$ cat src/uscl_pkg.sv
// package: register map, field positions and pin carrier of the usart command/status block
`default_nettype none
package uscl_pkg;
  localparam int DATA_W = 8;
  localparam int PIN_W = 18;
  // register selects on the two address pins
  localparam logic [1:0] ADDR_DATA = 2'h0;
  localparam logic [1:0] ADDR_SR_SYN = 2'h1;
  localparam logic [1:0] ADDR_MODE = 2'h2;
  localparam logic [1:0] ADDR_CMD = 2'h3;
  // operating_submode codes
  localparam logic [1:0] SUB_NORMAL = 2'h0;
  localparam logic [1:0] SUB_ECHO = 2'h1;
  localparam logic [1:0] SUB_LOCAL = 2'h2;
  localparam logic [1:0] SUB_REMOTE = 2'h3;
  // command_control bits
  localparam int CR_TX_EN = 0;
  localparam int CR_DTR = 1;
  localparam int CR_RX_EN = 2;
  localparam int CR_BRK = 3;
  localparam int CR_ERR_CLR = 4;
  localparam int CR_RTS = 5;
  localparam int CR_SUB = 6;
  // mode bits
  localparam int MR_FMT = 0;
  localparam int MR_LEN = 2;
  localparam int MR_PAR_ON = 4;
  localparam int MR_PAR_EVEN = 5;
  localparam int MR_TRANSP = 6;
  localparam int MR_SINGLE = 7;
  // line_condition bits
  localparam int SR_TX_HOLDING_FREE = 0;
  localparam int SR_RX_CHAR_AVAILABLE = 1;
  localparam int SR_TXEMT = 2;
  localparam int SR_PAR = 3;
  localparam int SR_OVR = 4;
  localparam int SR_FRM = 5;
  localparam int SR_DCD = 6;
  localparam int SR_DSR = 7;
  // sync/escape character slots
  localparam logic [1:0] FIRST_SYNC_CHAR_IX = 2'h0;
  localparam logic [1:0] SYN2_IX = 2'h1;
  localparam logic [1:0] ESC_IX = 2'h2;
  localparam logic [7:0] CMD_RST = 8'h00;
  localparam logic [7:0] MODE_RST = 8'h00;
  localparam logic [7:0] CHAR_RST = 8'h00;
  localparam logic [7:0] FULL_MASK = 8'hFF;
  localparam logic [3:0] CHAR_MIN = 4'h5;
  localparam logic [3:0] CHAR_MAX = 4'h8;
  // idle pin levels: strobes and modem inputs high
  localparam logic [17:0] PIN_RST = 18'h3003F;
  typedef struct packed {
    logic ce_n;
    logic rw;
    logic [1:0] addr;
    logic [7:0] data;
    logic tx_bit_clock;
    logic rx_bit_clock;
    logic rxd;
    logic cts_n;
    logic dcd_n;
    logic dsr_n;
  } uscl_pins_t;
  typedef enum logic [2:0] {RX_IDLE, RX_HUNT, RX_SYNC2, RX_DATA, RX_PAR, RX_STOP} uscl_rx_st_t;
  typedef enum logic [2:0] {TX_IDLE, TX_DATA, TX_PAR, TX_STOP, TX_BREAK} uscl_tx_st_t;
endpackage
`default_nettype wire
$ cat src/uscl_core.sv
// usart command, status and loop-back logic with its serial engines
`timescale 1ns/1ps
`default_nettype none
// Summary of operation
// - stripping suppresses transfer only; escape and sync detect flags still set
// - submode 00 independent; 01 echo when async, stripping when sync
// - local loop: tx line to receiver, dtr to dcd, rts to cts, tx clock
// - local loop: modem outputs and tx line held high, line inputs ignored
// - remote loop: received chars go to tx holding, sent on receive clock
// - remote loop: nothing to processor, errors still set, ready pins high
// - command bits 5 and 1 drive rts and dtr pins low when set
// - writing error clear flushes parity and overrun flags, and framing in async only
// - bit 3 forces break in async, escape before next char in sync
// - status bit 0 valid only when enabled, shows holding register free
// - tx ready set when enabled and empty, not in echo or remote
// - rx ready set on char transfer, cleared by read or disable
// - tx empty set after a finished char with nothing waiting, cleared on load
// - set-ready or carrier change also sets bit 2, cleared by status read
// - bit 3 parity error, or first escape in sync transparent without parity
// - overrun when new char lands before previous read
// - async bit 5 flags missing first stop bit
// - sync bit 5 on sync char, pair, or escape plus first sync
// - bit 5 clears on disable, error clear async, status read sync
// - status bits 6 and 7 show inverted carrier and set-ready inputs
// - error clear is a one-shot, never read back as set
module uscl_core (
  input wire logic i_clock,
  input wire logic i_rst,
  input wire logic i_enable,
  input wire logic i_ce_n,
  input wire logic i_rw,
  input wire logic [1:0] i_addr,
  input wire logic [uscl_pkg::DATA_W-1:0] i_data,
  input wire logic i_tx_bit_clock,
  input wire logic i_rx_bit_clock,
  input wire logic i_rx_data,
  input wire logic i_cts_n,
  input wire logic i_dcd_n,
  input wire logic i_dsr_n,
  output logic [uscl_pkg::DATA_W-1:0] o_data,
  output logic o_data_oe,
  output logic o_tx_data,
  output logic o_rts_n,
  output logic o_dtr_n,
  output logic o_tx_holding_free_n,
  output logic o_rx_char_available_n,
  output logic o_tx_idle_or_line_change_n
);
  import uscl_pkg::*;

  function automatic logic [7:0] fit(input logic [7:0] v, input logic [3:0] n);
    fit = v & (FULL_MASK >> (CHAR_MAX - n));
  endfunction

  function automatic logic [7:0] align(input logic [7:0] v, input logic [3:0] n);
    align = v >> (CHAR_MAX - n);
  endfunction

  logic [PIN_W-1:0] meta_q, sync_q, prev_q;
  uscl_pins_t s, p;
  // every pin crosses two flops; the bus is slow enough for that
  always_ff @(posedge i_clock) begin
    if (i_rst) begin
      meta_q <= PIN_RST;
      sync_q <= PIN_RST;
      prev_q <= PIN_RST;
    end else if (i_enable) begin
      meta_q <= {i_ce_n, i_rw, i_addr, i_data, i_tx_bit_clock, i_rx_bit_clock, i_rx_data, i_cts_n, i_dcd_n, i_dsr_n};
      sync_q <= meta_q;
      prev_q <= sync_q;
    end
  end
  assign s = uscl_pins_t'(sync_q);
  assign p = uscl_pins_t'(prev_q);

  logic [7:0] mr_q, cr_q, rhr_q, thr_q;
  logic [7:0] syn_q [3];
  logic [1:0] syn_ptr_q;
  logic rd, wr, rd_rhr, rd_sr, wr_thr, wr_cr, err_clr;
  // reads act as the enable falls, writes as it rises with the held data
  assign rd = p.ce_n & ~s.ce_n & ~s.rw;
  assign wr = ~p.ce_n & s.ce_n & p.rw;
  assign rd_rhr = rd & (s.addr == ADDR_DATA);
  assign rd_sr = rd & (s.addr == ADDR_SR_SYN);
  assign wr_thr = wr & (p.addr == ADDR_DATA);
  assign wr_cr = wr & (p.addr == ADDR_CMD);
  assign err_clr = wr_cr & p.data[CR_ERR_CLR];

  logic [1:0] sub;
  logic sync_m, echo, strip, local_m, remote, rx_on, tx_on, par_on, transp;
  logic [3:0] len;
  assign sub = cr_q[CR_SUB+:2];
  assign sync_m = (mr_q[MR_FMT+:2] == 2'h0);
  assign echo = (sub == SUB_ECHO) & ~sync_m;
  assign strip = (sub == SUB_ECHO) & sync_m;
  assign local_m = (sub == SUB_LOCAL);
  assign remote = (sub == SUB_REMOTE);
  assign len = 4'(mr_q[MR_LEN+:2]) + CHAR_MIN;
  assign par_on = mr_q[MR_PAR_ON];
  assign transp = mr_q[MR_TRANSP];
  // rx enable ignored in local loop
  assign rx_on = local_m | cr_q[CR_RX_EN];
  // tx enable ignored in remote loop
  assign tx_on = echo | remote | cr_q[CR_TX_EN];

  logic tx_line_q, rxd_eff, dcd_n_eff, dsr_n_eff, cts_n_eff, t_edge, r_edge;
  // internal loops; outside line inputs ignored
  assign rxd_eff = local_m ? tx_line_q : s.rxd;
  assign dcd_n_eff = local_m ? ~cr_q[CR_DTR] : s.dcd_n;
  assign cts_n_eff = local_m ? ~cr_q[CR_RTS] : s.cts_n;
  assign dsr_n_eff = local_m | s.dsr_n;
  // receiver on tx clock in local loop; transmitter on rx clock in echo and remote loop
  assign r_edge = local_m ? (~p.tx_bit_clock & s.tx_bit_clock) : (~p.rx_bit_clock & s.rx_bit_clock);
  assign t_edge = (echo | remote) ? (p.rx_bit_clock & ~s.rx_bit_clock) : (p.tx_bit_clock & ~s.tx_bit_clock);

  // receiver
  uscl_rx_st_t rx_st_q;
  logic [7:0] rx_sh_q, rx_char_q, sh_in;
  logic [3:0] rx_cnt_q;
  logic rx_done_q, rx_pbit_q, rx_ferr_q, hunt_hit_q, rx_last;
  assign sh_in = {rxd_eff, rx_sh_q[7:1]};
  assign rx_last = (rx_cnt_q == len - 4'h1);
  always_ff @(posedge i_clock) begin
    if (i_rst) begin
      rx_st_q <= RX_IDLE;
      rx_sh_q <= CHAR_RST;
      rx_char_q <= CHAR_RST;
      rx_cnt_q <= 4'h0;
      rx_done_q <= 1'b0;
      rx_pbit_q <= 1'b0;
      rx_ferr_q <= 1'b0;
      hunt_hit_q <= 1'b0;
    end else if (i_enable) begin
      rx_done_q <= 1'b0;
      hunt_hit_q <= 1'b0;
      if (!rx_on) begin
        // disable drops any partial character at once
        rx_st_q <= sync_m ? RX_HUNT : RX_IDLE;
        rx_cnt_q <= 4'h0;
      end else if (r_edge) begin
        case (rx_st_q)
          RX_IDLE: begin
            if (!rxd_eff) begin
              rx_st_q <= RX_DATA;
              rx_cnt_q <= 4'h0;
            end
          end
          RX_HUNT: begin
            rx_sh_q <= sh_in;
            rx_cnt_q <= 4'h0;
            if (align(sh_in, len) == fit(syn_q[FIRST_SYNC_CHAR_IX], len)) begin
              rx_st_q <= mr_q[MR_SINGLE] ? RX_DATA : RX_SYNC2;
              hunt_hit_q <= mr_q[MR_SINGLE];
            end
          end
          RX_SYNC2: begin
            rx_sh_q <= sh_in;
            rx_cnt_q <= rx_cnt_q + 4'h1;
            if (rx_last) begin
              rx_cnt_q <= 4'h0;
              hunt_hit_q <= (align(sh_in, len) == fit(syn_q[SYN2_IX], len));
              rx_st_q <= (align(sh_in, len) == fit(syn_q[SYN2_IX], len)) ? RX_DATA : RX_HUNT;
            end
          end
          RX_DATA: begin
            rx_sh_q <= sh_in;
            rx_cnt_q <= rx_cnt_q + 4'h1;
            if (rx_last) begin
              rx_cnt_q <= 4'h0;
              if (par_on) begin
                rx_st_q <= RX_PAR;
              end else if (sync_m) begin
                rx_char_q <= align(sh_in, len);
                rx_ferr_q <= 1'b0;
                rx_done_q <= 1'b1;
              end else begin
                rx_st_q <= RX_STOP;
              end
            end
          end
          RX_PAR: begin
            rx_pbit_q <= rxd_eff;
            rx_st_q <= sync_m ? RX_DATA : RX_STOP;
            if (sync_m) begin
              rx_char_q <= align(rx_sh_q, len);
              rx_ferr_q <= 1'b0;
              rx_done_q <= 1'b1;
            end
          end
          RX_STOP: begin
            // only the first stop bit is checked
            rx_ferr_q <= ~rxd_eff;
            rx_char_q <= align(rx_sh_q, len);
            rx_done_q <= 1'b1;
            rx_st_q <= RX_IDLE;
          end
          default: rx_st_q <= RX_IDLE;
        endcase
      end
    end
  end

  // character classification and stripping
  logic is_s1, is_s2, is_esc, prev_s1_q, prev_esc_q, perr, esc_det, syn_det, strip_it, to_rhr, to_thr;
  assign is_s1 = (rx_char_q == fit(syn_q[FIRST_SYNC_CHAR_IX], len));
  assign is_s2 = (rx_char_q == fit(syn_q[SYN2_IX], len));
  assign is_esc = (rx_char_q == fit(syn_q[ESC_IX], len));
  assign perr = par_on & (^rx_char_q ^ rx_pbit_q ^ ~mr_q[MR_PAR_EVEN]);
  // only the first of two escapes
  assign esc_det = sync_m & transp & ~par_on & is_esc & ~prev_esc_q;
  // sync detect in the data stream
  assign syn_det = sync_m & (transp ? (is_s1 & prev_esc_q) : (mr_q[MR_SINGLE] ? is_s1 : (is_s2 & prev_s1_q)));
  assign strip_it = strip & (transp ? ((is_esc & ~prev_esc_q) | (is_s1 & prev_esc_q)) :
                    (mr_q[MR_SINGLE] ? is_s1 : ((is_s1 & ~prev_s1_q) | (is_s2 & prev_s1_q))));
  // nothing reaches the processor in remote loop
  assign to_rhr = rx_done_q & ~remote & ~strip_it;
  // echo and remote loop refill the transmitter
  assign to_thr = rx_done_q & (echo | remote);

  logic rx_avail_q, par_q, ovr_q, frm_q, dschg_q, dcd_n_q, dsr_n_q, line_chg, thr_full_q;
  assign line_chg = (dcd_n_eff != dcd_n_q) | (dsr_n_eff != dsr_n_q);
  // status flags: a set always beats a clear in the same cycle
  always_ff @(posedge i_clock) begin
    if (i_rst) begin
      rhr_q <= CHAR_RST;
      rx_avail_q <= 1'b0;
      par_q <= 1'b0;
      ovr_q <= 1'b0;
      frm_q <= 1'b0;
      dschg_q <= 1'b0;
      dcd_n_q <= 1'b1;
      dsr_n_q <= 1'b1;
      prev_s1_q <= 1'b0;
      prev_esc_q <= 1'b0;
    end else if (i_enable) begin
      dcd_n_q <= dcd_n_eff;
      dsr_n_q <= dsr_n_eff;
      if (rx_done_q) begin
        prev_s1_q <= is_s1 & ~prev_s1_q;
        prev_esc_q <= is_esc & ~prev_esc_q;
      end
      if (to_rhr) begin
        rhr_q <= rx_char_q;
      end
      // ready on transfer, dropped by read or disable
      rx_avail_q <= to_rhr | (rx_avail_q & ~rd_rhr & rx_on);
      ovr_q <= (rx_done_q & (to_rhr ? (rx_avail_q & ~rd_rhr) : (remote & thr_full_q))) | (ovr_q & ~err_clr & rx_on);
      par_q <= (rx_done_q & (perr | esc_det)) | (par_q & ~err_clr & rx_on);
      frm_q <= (rx_done_q & ((rx_ferr_q & ~sync_m) | syn_det)) | hunt_hit_q |
               (frm_q & rx_on & ~(err_clr & ~sync_m) & ~(rd_sr & sync_m));
      // line change while either side enabled
      dschg_q <= (line_chg & (cr_q[CR_TX_EN] | cr_q[CR_RX_EN])) | (dschg_q & ~rd_sr);
    end
  end

  // transmitter
  uscl_tx_st_t tx_st_q;
  logic [7:0] tx_sh_q, tx_pick;
  logic [3:0] tx_cnt_q;
  logic tx_par_q, esc_sent_q, tx_empty_q, tx_go, take, pick_esc, char_end, load_cpu, load, tx_last;
  assign load_cpu = wr_thr & ~(echo | remote);
  assign load = load_cpu | to_thr;
  assign tx_go = tx_on & (echo | remote | ~cts_n_eff);
  assign tx_last = (tx_cnt_q == len - 4'h1);
  assign take = t_edge & (tx_st_q == TX_IDLE) & thr_full_q & tx_go & (~cr_q[CR_BRK] | (sync_m & esc_sent_q));
  // escape goes out ahead of the waiting character
  assign pick_esc = ~take & thr_full_q & sync_m & cr_q[CR_BRK] & ~esc_sent_q;
  assign tx_pick = take ? thr_q : (pick_esc ? syn_q[ESC_IX] : syn_q[FIRST_SYNC_CHAR_IX]);
  assign char_end = t_edge & ((tx_st_q == TX_STOP) | (sync_m & ((tx_st_q == TX_PAR) |
                    ((tx_st_q == TX_DATA) & tx_last & ~par_on))));
  always_ff @(posedge i_clock) begin
    if (i_rst) begin
      thr_q <= CHAR_RST;
      thr_full_q <= 1'b0;
      tx_empty_q <= 1'b0;
    end else if (i_enable) begin
      if (load) begin
        thr_q <= to_thr ? rx_char_q : p.data;
      end
      thr_full_q <= load | (thr_full_q & ~take);
      // empty only after a finished character, fill included
      tx_empty_q <= (char_end & ~thr_full_q & ~load) | (tx_empty_q & ~load);
    end
  end
  always_ff @(posedge i_clock) begin
    if (i_rst) begin
      tx_st_q <= TX_IDLE;
      tx_line_q <= 1'b1;
      tx_sh_q <= CHAR_RST;
      tx_cnt_q <= 4'h0;
      tx_par_q <= 1'b0;
      esc_sent_q <= 1'b0;
    end else if (i_enable && t_edge) begin
      case (tx_st_q)
        TX_IDLE: begin
          if (~sync_m & cr_q[CR_BRK]) begin
            tx_line_q <= 1'b0;
            tx_st_q <= TX_BREAK;
          end else if (sync_m & tx_go) begin
            // sync never idles: fill with the first sync character
            tx_line_q <= tx_pick[0];
            tx_sh_q <= tx_pick >> 1;
            tx_cnt_q <= 4'h1;
            tx_par_q <= ^fit(tx_pick, len) ^ ~mr_q[MR_PAR_EVEN];
            esc_sent_q <= ~take & (esc_sent_q | pick_esc);
            tx_st_q <= TX_DATA;
          end else if (take) begin
            tx_line_q <= 1'b0;
            tx_sh_q <= thr_q;
            tx_cnt_q <= 4'h0;
            tx_par_q <= ^fit(thr_q, len) ^ ~mr_q[MR_PAR_EVEN];
            tx_st_q <= TX_DATA;
          end else begin
            tx_line_q <= 1'b1;
          end
        end
        TX_DATA: begin
          tx_line_q <= tx_sh_q[0];
          tx_sh_q <= tx_sh_q >> 1;
          tx_cnt_q <= tx_cnt_q + 4'h1;
          if (tx_last) begin
            tx_st_q <= par_on ? TX_PAR : (sync_m ? TX_IDLE : TX_STOP);
          end
        end
        TX_PAR: begin
          tx_line_q <= tx_par_q;
          tx_st_q <= sync_m ? TX_IDLE : TX_STOP;
        end
        TX_STOP: begin
          tx_line_q <= 1'b1;
          tx_st_q <= TX_IDLE;
        end
        TX_BREAK: begin
          // at least one mark bit after the break ends
          tx_line_q <= ~cr_q[CR_BRK];
          if (!cr_q[CR_BRK]) begin
            tx_st_q <= TX_STOP;
          end
        end
        default: tx_st_q <= TX_IDLE;
      endcase
    end
  end

  logic [7:0] sr;
  always_comb begin
    sr = 8'h00;
    sr[SR_TX_HOLDING_FREE] = cr_q[CR_TX_EN] & ~thr_full_q & ~(echo | remote);
    sr[SR_RX_CHAR_AVAILABLE] = rx_avail_q;
    sr[SR_TXEMT] = (tx_empty_q & tx_on & ~echo) | dschg_q;
    sr[SR_PAR] = par_q;
    sr[SR_OVR] = ovr_q;
    sr[SR_FRM] = frm_q;
    sr[SR_DCD] = ~dcd_n_eff;
    sr[SR_DSR] = ~dsr_n_eff;
  end

  // registers and read data
  always_ff @(posedge i_clock) begin
    if (i_rst) begin
      mr_q <= MODE_RST;
      cr_q <= CMD_RST;
      syn_q[FIRST_SYNC_CHAR_IX] <= CHAR_RST;
      syn_q[SYN2_IX] <= CHAR_RST;
      syn_q[ESC_IX] <= CHAR_RST;
      syn_ptr_q <= FIRST_SYNC_CHAR_IX;
      o_data <= CHAR_RST;
      o_data_oe <= 1'b0;
    end else if (i_enable) begin
      o_data_oe <= ~s.ce_n & ~s.rw;
      if (wr && p.addr == ADDR_MODE) begin
        mr_q <= p.data;
      end
      if (wr_cr) begin
        // error clear bit is not stored
        cr_q <= p.data & ~(8'h01 << CR_ERR_CLR);
      end
      if (wr && p.addr == ADDR_SR_SYN) begin
        syn_q[syn_ptr_q] <= p.data;
        syn_ptr_q <= (syn_ptr_q == ESC_IX) ? FIRST_SYNC_CHAR_IX : syn_ptr_q + 2'h1;
      end
      if (rd) begin
        case (s.addr)
          ADDR_DATA: o_data <= rhr_q;
          ADDR_SR_SYN: o_data <= sr;
          ADDR_MODE: o_data <= mr_q;
          default: o_data <= cr_q;
        endcase
      end
    end
  end

  // pins: ready and status outputs are active low
  always_ff @(posedge i_clock) begin
    if (i_rst) begin
      o_tx_data <= 1'b1;
      o_rts_n <= 1'b1;
      o_dtr_n <= 1'b1;
      o_tx_holding_free_n <= 1'b1;
      o_rx_char_available_n <= 1'b1;
      o_tx_idle_or_line_change_n <= 1'b1;
    end else if (i_enable) begin
      o_tx_data <= local_m | tx_line_q;
      o_rts_n <= local_m | ~cr_q[CR_RTS];
      o_dtr_n <= local_m | ~cr_q[CR_DTR];
      // held high in remote; holding free also held high in echo
      o_tx_holding_free_n <= echo | remote | ~sr[SR_TX_HOLDING_FREE];
      o_rx_char_available_n <= remote | ~sr[SR_RX_CHAR_AVAILABLE];
      o_tx_idle_or_line_change_n <= remote | ~sr[SR_TXEMT];
    end
  end
endmodule // uscl_core
`default_nettype wire

$ cat config.mk
export PLATFORM = sky130hd
export DESIGN_NAME = uscl_core
export DESIGN_NICKNAME = d
export VERILOG_FILES = /design/src/uscl_pkg.sv /design/src/uscl_core.sv
export SDC_FILE = /design/constraint.sdc
export NUM_CORES = 1
export LEC_CHECK = 0
export BUFFER_PORTS_ARGS = -buffer_cell sky130_fd_sc_hd__buf_2
export CORE_MARGIN = 2
export CORE_UTILIZATION = 40
export DETAILED_ROUTE_END_ITERATION = 10
export MAX_ROUTING_LAYER = met4
export SKIP_CTS_REPAIR_TIMING = 1
export SLEW_MARGIN = 20
export SYNTH_ARGS = -nofsm -noshare
export SYNTH_HDL_FRONTEND = slang
export SYNTH_SLANG_ARGS = --single-unit
export TNS_END_PERCENT = 50
$ cat constraint.sdc
create_clock -name i_clock -period 10.8 [get_ports i_clock]
set_clock_uncertainty 0.1 [all_clocks]
set_input_delay 2.16 -clock i_clock [delete_from_list [all_inputs] [get_ports i_clock]]
set_output_delay 2.16 -clock i_clock [all_outputs]
set_load 0.01 [all_outputs]
Word level (Yosys, flattened, before mapping)
Memories as Yosys holds them, arrays and structs flattened.
Cells that the tools add are included.
{ "totals": {"reg_bits": 158, "ramBits": 24, "inputBits": 21, "output_inout_bits": 15, "wordCells": 363, "mem_count": 1} }
{ "op_classes": {"n_addsub": 6, "n_eq_ne": 43, "n_shift": 3, "muxes": 84, "n_bitwise": 149, "n_reduce_logical": 36} }
{ "mem_list": {"columns": ["name", "depth", "width", "rd", "rd_clocked_by_memory_dff", "wr", "line_no", "rtl"], "rows": [
  ["syn_q", 3, 8, 3, 0, 3, "uscl_core.sv:77", "logic [7:0] syn_q [3];"]
]} }
{ "op_table": {"columns": ["operator", "count"], "rows": [
  ["8-bit two-way mux", 11],
  ["1-bit bitwise AND", 73],
  ["8-bit case mux with 3 select lines", 2],
  ["3-bit two-way mux", 15],
  ["8-bit bitwise AND", 5],
  ["8-bit equality test", 5],
  ["1-bit two-way mux", 36],
  ["1-bit inverter", 36],
  ["1-bit bitwise OR", 31],
  ["4-bit two-way mux", 7],
  ["4-bit AND reduction", 7],
  ["8-bit XOR reduction", 3],
  ["8-bit case mux with 2 select lines", 1],
  ["2-bit AND reduction", 8],
  ["8-bit by 4-bit right shift with 8-bit output", 2],
  ["3-bit case mux with 5 select lines", 1],
  ["2-bit != test, second input constant", 7],
  ["2-bit equality test, second input constant", 6],
  ["3-bit by 2-bit equality test with 1-bit output, second input constant", 4],
  ["3-bit != test, second input constant", 4],
  ["3-bit case mux with 4 select lines", 1],
  ["4-bit case mux with 3 select lines", 1],
  ["3-bit equality test, second input constant", 3],
  ["4-bit by 1-bit adder with 4-bit output, second input constant", 2],
  ["31 further kinds", 50]
]} }

Depth between registers and ports, before layout
{ "logic_depth": {"ltp_word": 20, "depth_mapped": 13, "ltp_nobuf": 10} }

Worst setup path after synthesis
Ideal clock, no wire load.
{ "synth_timing": {"path_kind": "input-to-reg", "startpoint": "in i_enable", "endpoint": "mem syn_q[2][0], enable pin", "setup_ns": 0.310, "t_arrival_ns": 4.200, "t_required_ns": 10.390, "slack_ns": 6.190, "path_stages": 7, "n_path_buf": 2, "cell_sequence": "buf_2 > inv_1 > or2_2 > or3b_2 > clkbuf_1 > nor4b_1 > or2_2"} }
{ "synth_lines": {"columns": ["item", "line_no", "rtl"], "rows": [
  ["from (decl)", "uscl_core.sv:29", "input wire logic i_enable,"],
  ["to (decl)", "uscl_core.sv:77", null]
]} }

==> metrics.cfg <==
[hold_path]
hold_class=reg -> reg

[floorplan]
dieWidth_um=156
io_pins=36
die_area_um2=24400
row_count=55
die_y_um=156
start_util_pct=40.8
core_um2=22700

[finish]
n_antenna_cell=0
regArea_um2=3800
multi_input_area_um2=5140
area_growth_pct=9.85
drive_gt1_share_pct=10.3
post-route-util_pct=44.8
fill_cells=2247
fin_cells=1338
fin_nets=1066

[run_status]
run_status=completed

[clock_network]
clk_path_buf_depth=2
numClockSinks=178
path_clk_slew_ns=0.07
numCtsBuffers=17
cts_root_buffer=clkbuf_16
cts_tree=yes
clock_latency_ns=0.44
htree_levels=4

[synth]
synth_area_um2=9260
syn_inst=1046
synth-edff-count=24
syn_nets=1072
synth.avg_cell_area_um2=8.86
synth_top_cells_by_count=dfxtp_1 (154), nand2_1 (132), nor2_1 (127)
ys_warn_count=0
ys_ff_latch=178
synth.top_cell.area_share_pct=33.3
async_flop_share_pct=0
synth_top_area_cell=dfxtp_1
synthTopCellsByArea=dfxtp_1 (33%), mux2i_1 (11%), edfxtp_1 (7.8%)
synthFlopType=dfxtp_1
yosysMostFrequentCell=dfxtp_1
ys_seq_area_share_pct=41.1
synth_cell_type_count=74

[global_routing]
first_global_vias=6802
grt_overflow=0
antenna_found_initial=0
track_usage_pct=21.3
grt_max_degree=81
grt_pass1_wl_um=38900

[drt]
drt_wl_total_um=24800
wl_met3_um=1220
via_per_inst=5.62
drc=0
wl_met2_um=10800
wl_per_cell_um=18.5
num_vias=7516
met1_length_um=12000
ant_nets=0
drt_iter0_markers=706
first_pass_iters=6
highest_layer=met4

[timing]
setup_tns_ns=0
setup_viol=0
finalHoldViolCount=0
fin_crit_sh_pct=43.6
fmax_mhz=212
slew_violations=0
tightest_slew_ns=0.956
setup_ws_ns=6.09
rsz0062_at_grt=false
period_minus_slack_ns=4.71
relSlewSlack_pct=35.7

[power]
p_switching_mw=0.337
power_frac_clock_pct=45.1
power_density_nw_per_um2=134
switching_share_pct=24.6
p_seq_share_pct=50.7
power_leakage_nw=3.82
internal_power_mw=1.03
irDropWorstVdd_uv=134
finalPower_mw=1.37
pwr-share-comb_pct=4.2

[critical_path]
path_class=in -> reg
worst-path-max-fanout=27
startpoint_type=primary input
cp_data_required_time_ns=10.83
cp_slowest_stage_delay_ns=0.81
arrival_ns=4.74
cpMaxStageDelayCell=nor4b_1
end_kind=register
crit_chain=buf_4 > inv_1 > or2_2 > or3b_2 > nor4b_1 > or2_2
crit_top_cell=or2_2

[place]
place_hpwl_um=17400
dp_worst_setup_slack_ns=5.68
gp_congestion=0.896
place_inst=1306
port_buffers=35

[flow_run]
drv_cap=0

## power groups by stage
stage | sequential, mW | clock [mW] | combinational (mW)
3_3_place_gp | 0.708 | 0 | 0.0564
2_1_floorplan | 0.703 | 0 | 0.0451
4_1_cts | 0.693 | 0.627 | 0.0574
6_report | 0.693 | 0.618 | 0.0575
3_5_place_dp | 0.709 | 0 | 0.0571
5_1_grt | 0.695 | 0.656 | 0.0635
## placed cells by master (no fill, tap or decap), drive strengths merged, types with 5 or more instances in the layout
cell type	count
dfxtp	154
nand2	132
nor2	129
mux2i	101
a21oi	62
xnor2	45
buf	44
o21ai	38
nand3	28
xor2	28
and2	27
edfxtp	24
inv	20
clkbuf	19
o211ai	16
nand2b	15
nor3	12
mux4	11
nor4	10
a211oi	10
nand4	8
and3	7
a31oi	7
or3	6
nand3b	5
mux2	5
a31o	5
o221ai	5
o211a	5
ha	5
or2	5
nor2b	5
## layer usage
| layer | vias to the layer above | GRT usage [%] |
|---|---|---|
| met1 | 3585 | 28.9 |
| met5 | - | - |
| li1 | 3667 | - |
| met3 | 55 | 4.33 |
| met2 | 209 | 31.4 |
| met4 | 0 | 7.69 |
## cell type report
| cell class | count | area share [%] |
|---|---|---|
| clock buffers | 19 | 4.25 |
| clock inverters | 13 | 1.40 |
| inverters | 14 | 0.516 |
| multi-input cells | 785 | 50.5 |
| flip-flops and latches | 178 | 37.4 |
| well taps | 285 | 3.50 |
| repair buffers | 44 | 2.43 |
## sequential cells by signal, indices dropped and copies added (netlist names), 8 cells and up
register   flops
p             14
rhr_q          8
meta_q        18
thr_q          8
rx_sh_q        8
o_data         8
tx_sh_q        8
syn_q         24
mr_q           8
s             18
rx_char_q      8
## worst max-delay path: cells and delay by family
family,cells,cell delay [ns]
buffers and inverters,2,0.52
and+or+nand+nor,4,2.05
## final timing paths
kind | start | endpoint | slack [ns] | cells after the start
setup reg to reg | mr_q[3] | rx_st_q[0] | 6.37 | 9
hold / removal | o_data[1] | o_data[1] | 0.36 | 2
hold reg to reg | o_data[1] | o_data[1] | 0.36 | 2
setup / recovery | i_enable | syn_q[2][4] | 6.09 | 6
## kinds of logic (layout without fill, tap and decap cells)
| logic type | after synthesis | in the layout | share of synthesized area [%] |
|---|---|---|---|
| flip-flops | 178 | 178 | 41.1 |
| buffers and inverters | 83 | 90 | 3.46 |
| XOR/XNOR | 74 | 74 | 7.14 |
| AND/OR/NAND/NOR | 404 | 404 | 20.5 |
| adder cells (fa/ha/maj) | 5 | 5 | 0.675 |
| multiplexers | 117 | 117 | 14.2 |
| AO/OA/AOI/OAI | 185 | 185 | 13.0 |
## stage by stage
step / instance area (µm²) / hold slack, ns
6_report: 10200 / 0.357
2_1_floorplan: 9260 / 0.332
4_1_cts: 10200 / 0.361
3_3_place_gp: 9600 / 0.341
3_5_place_dp: 9600 / 0.348
5_1_grt: 10200 / 0.377
Power figures use the tool's default switching activity.
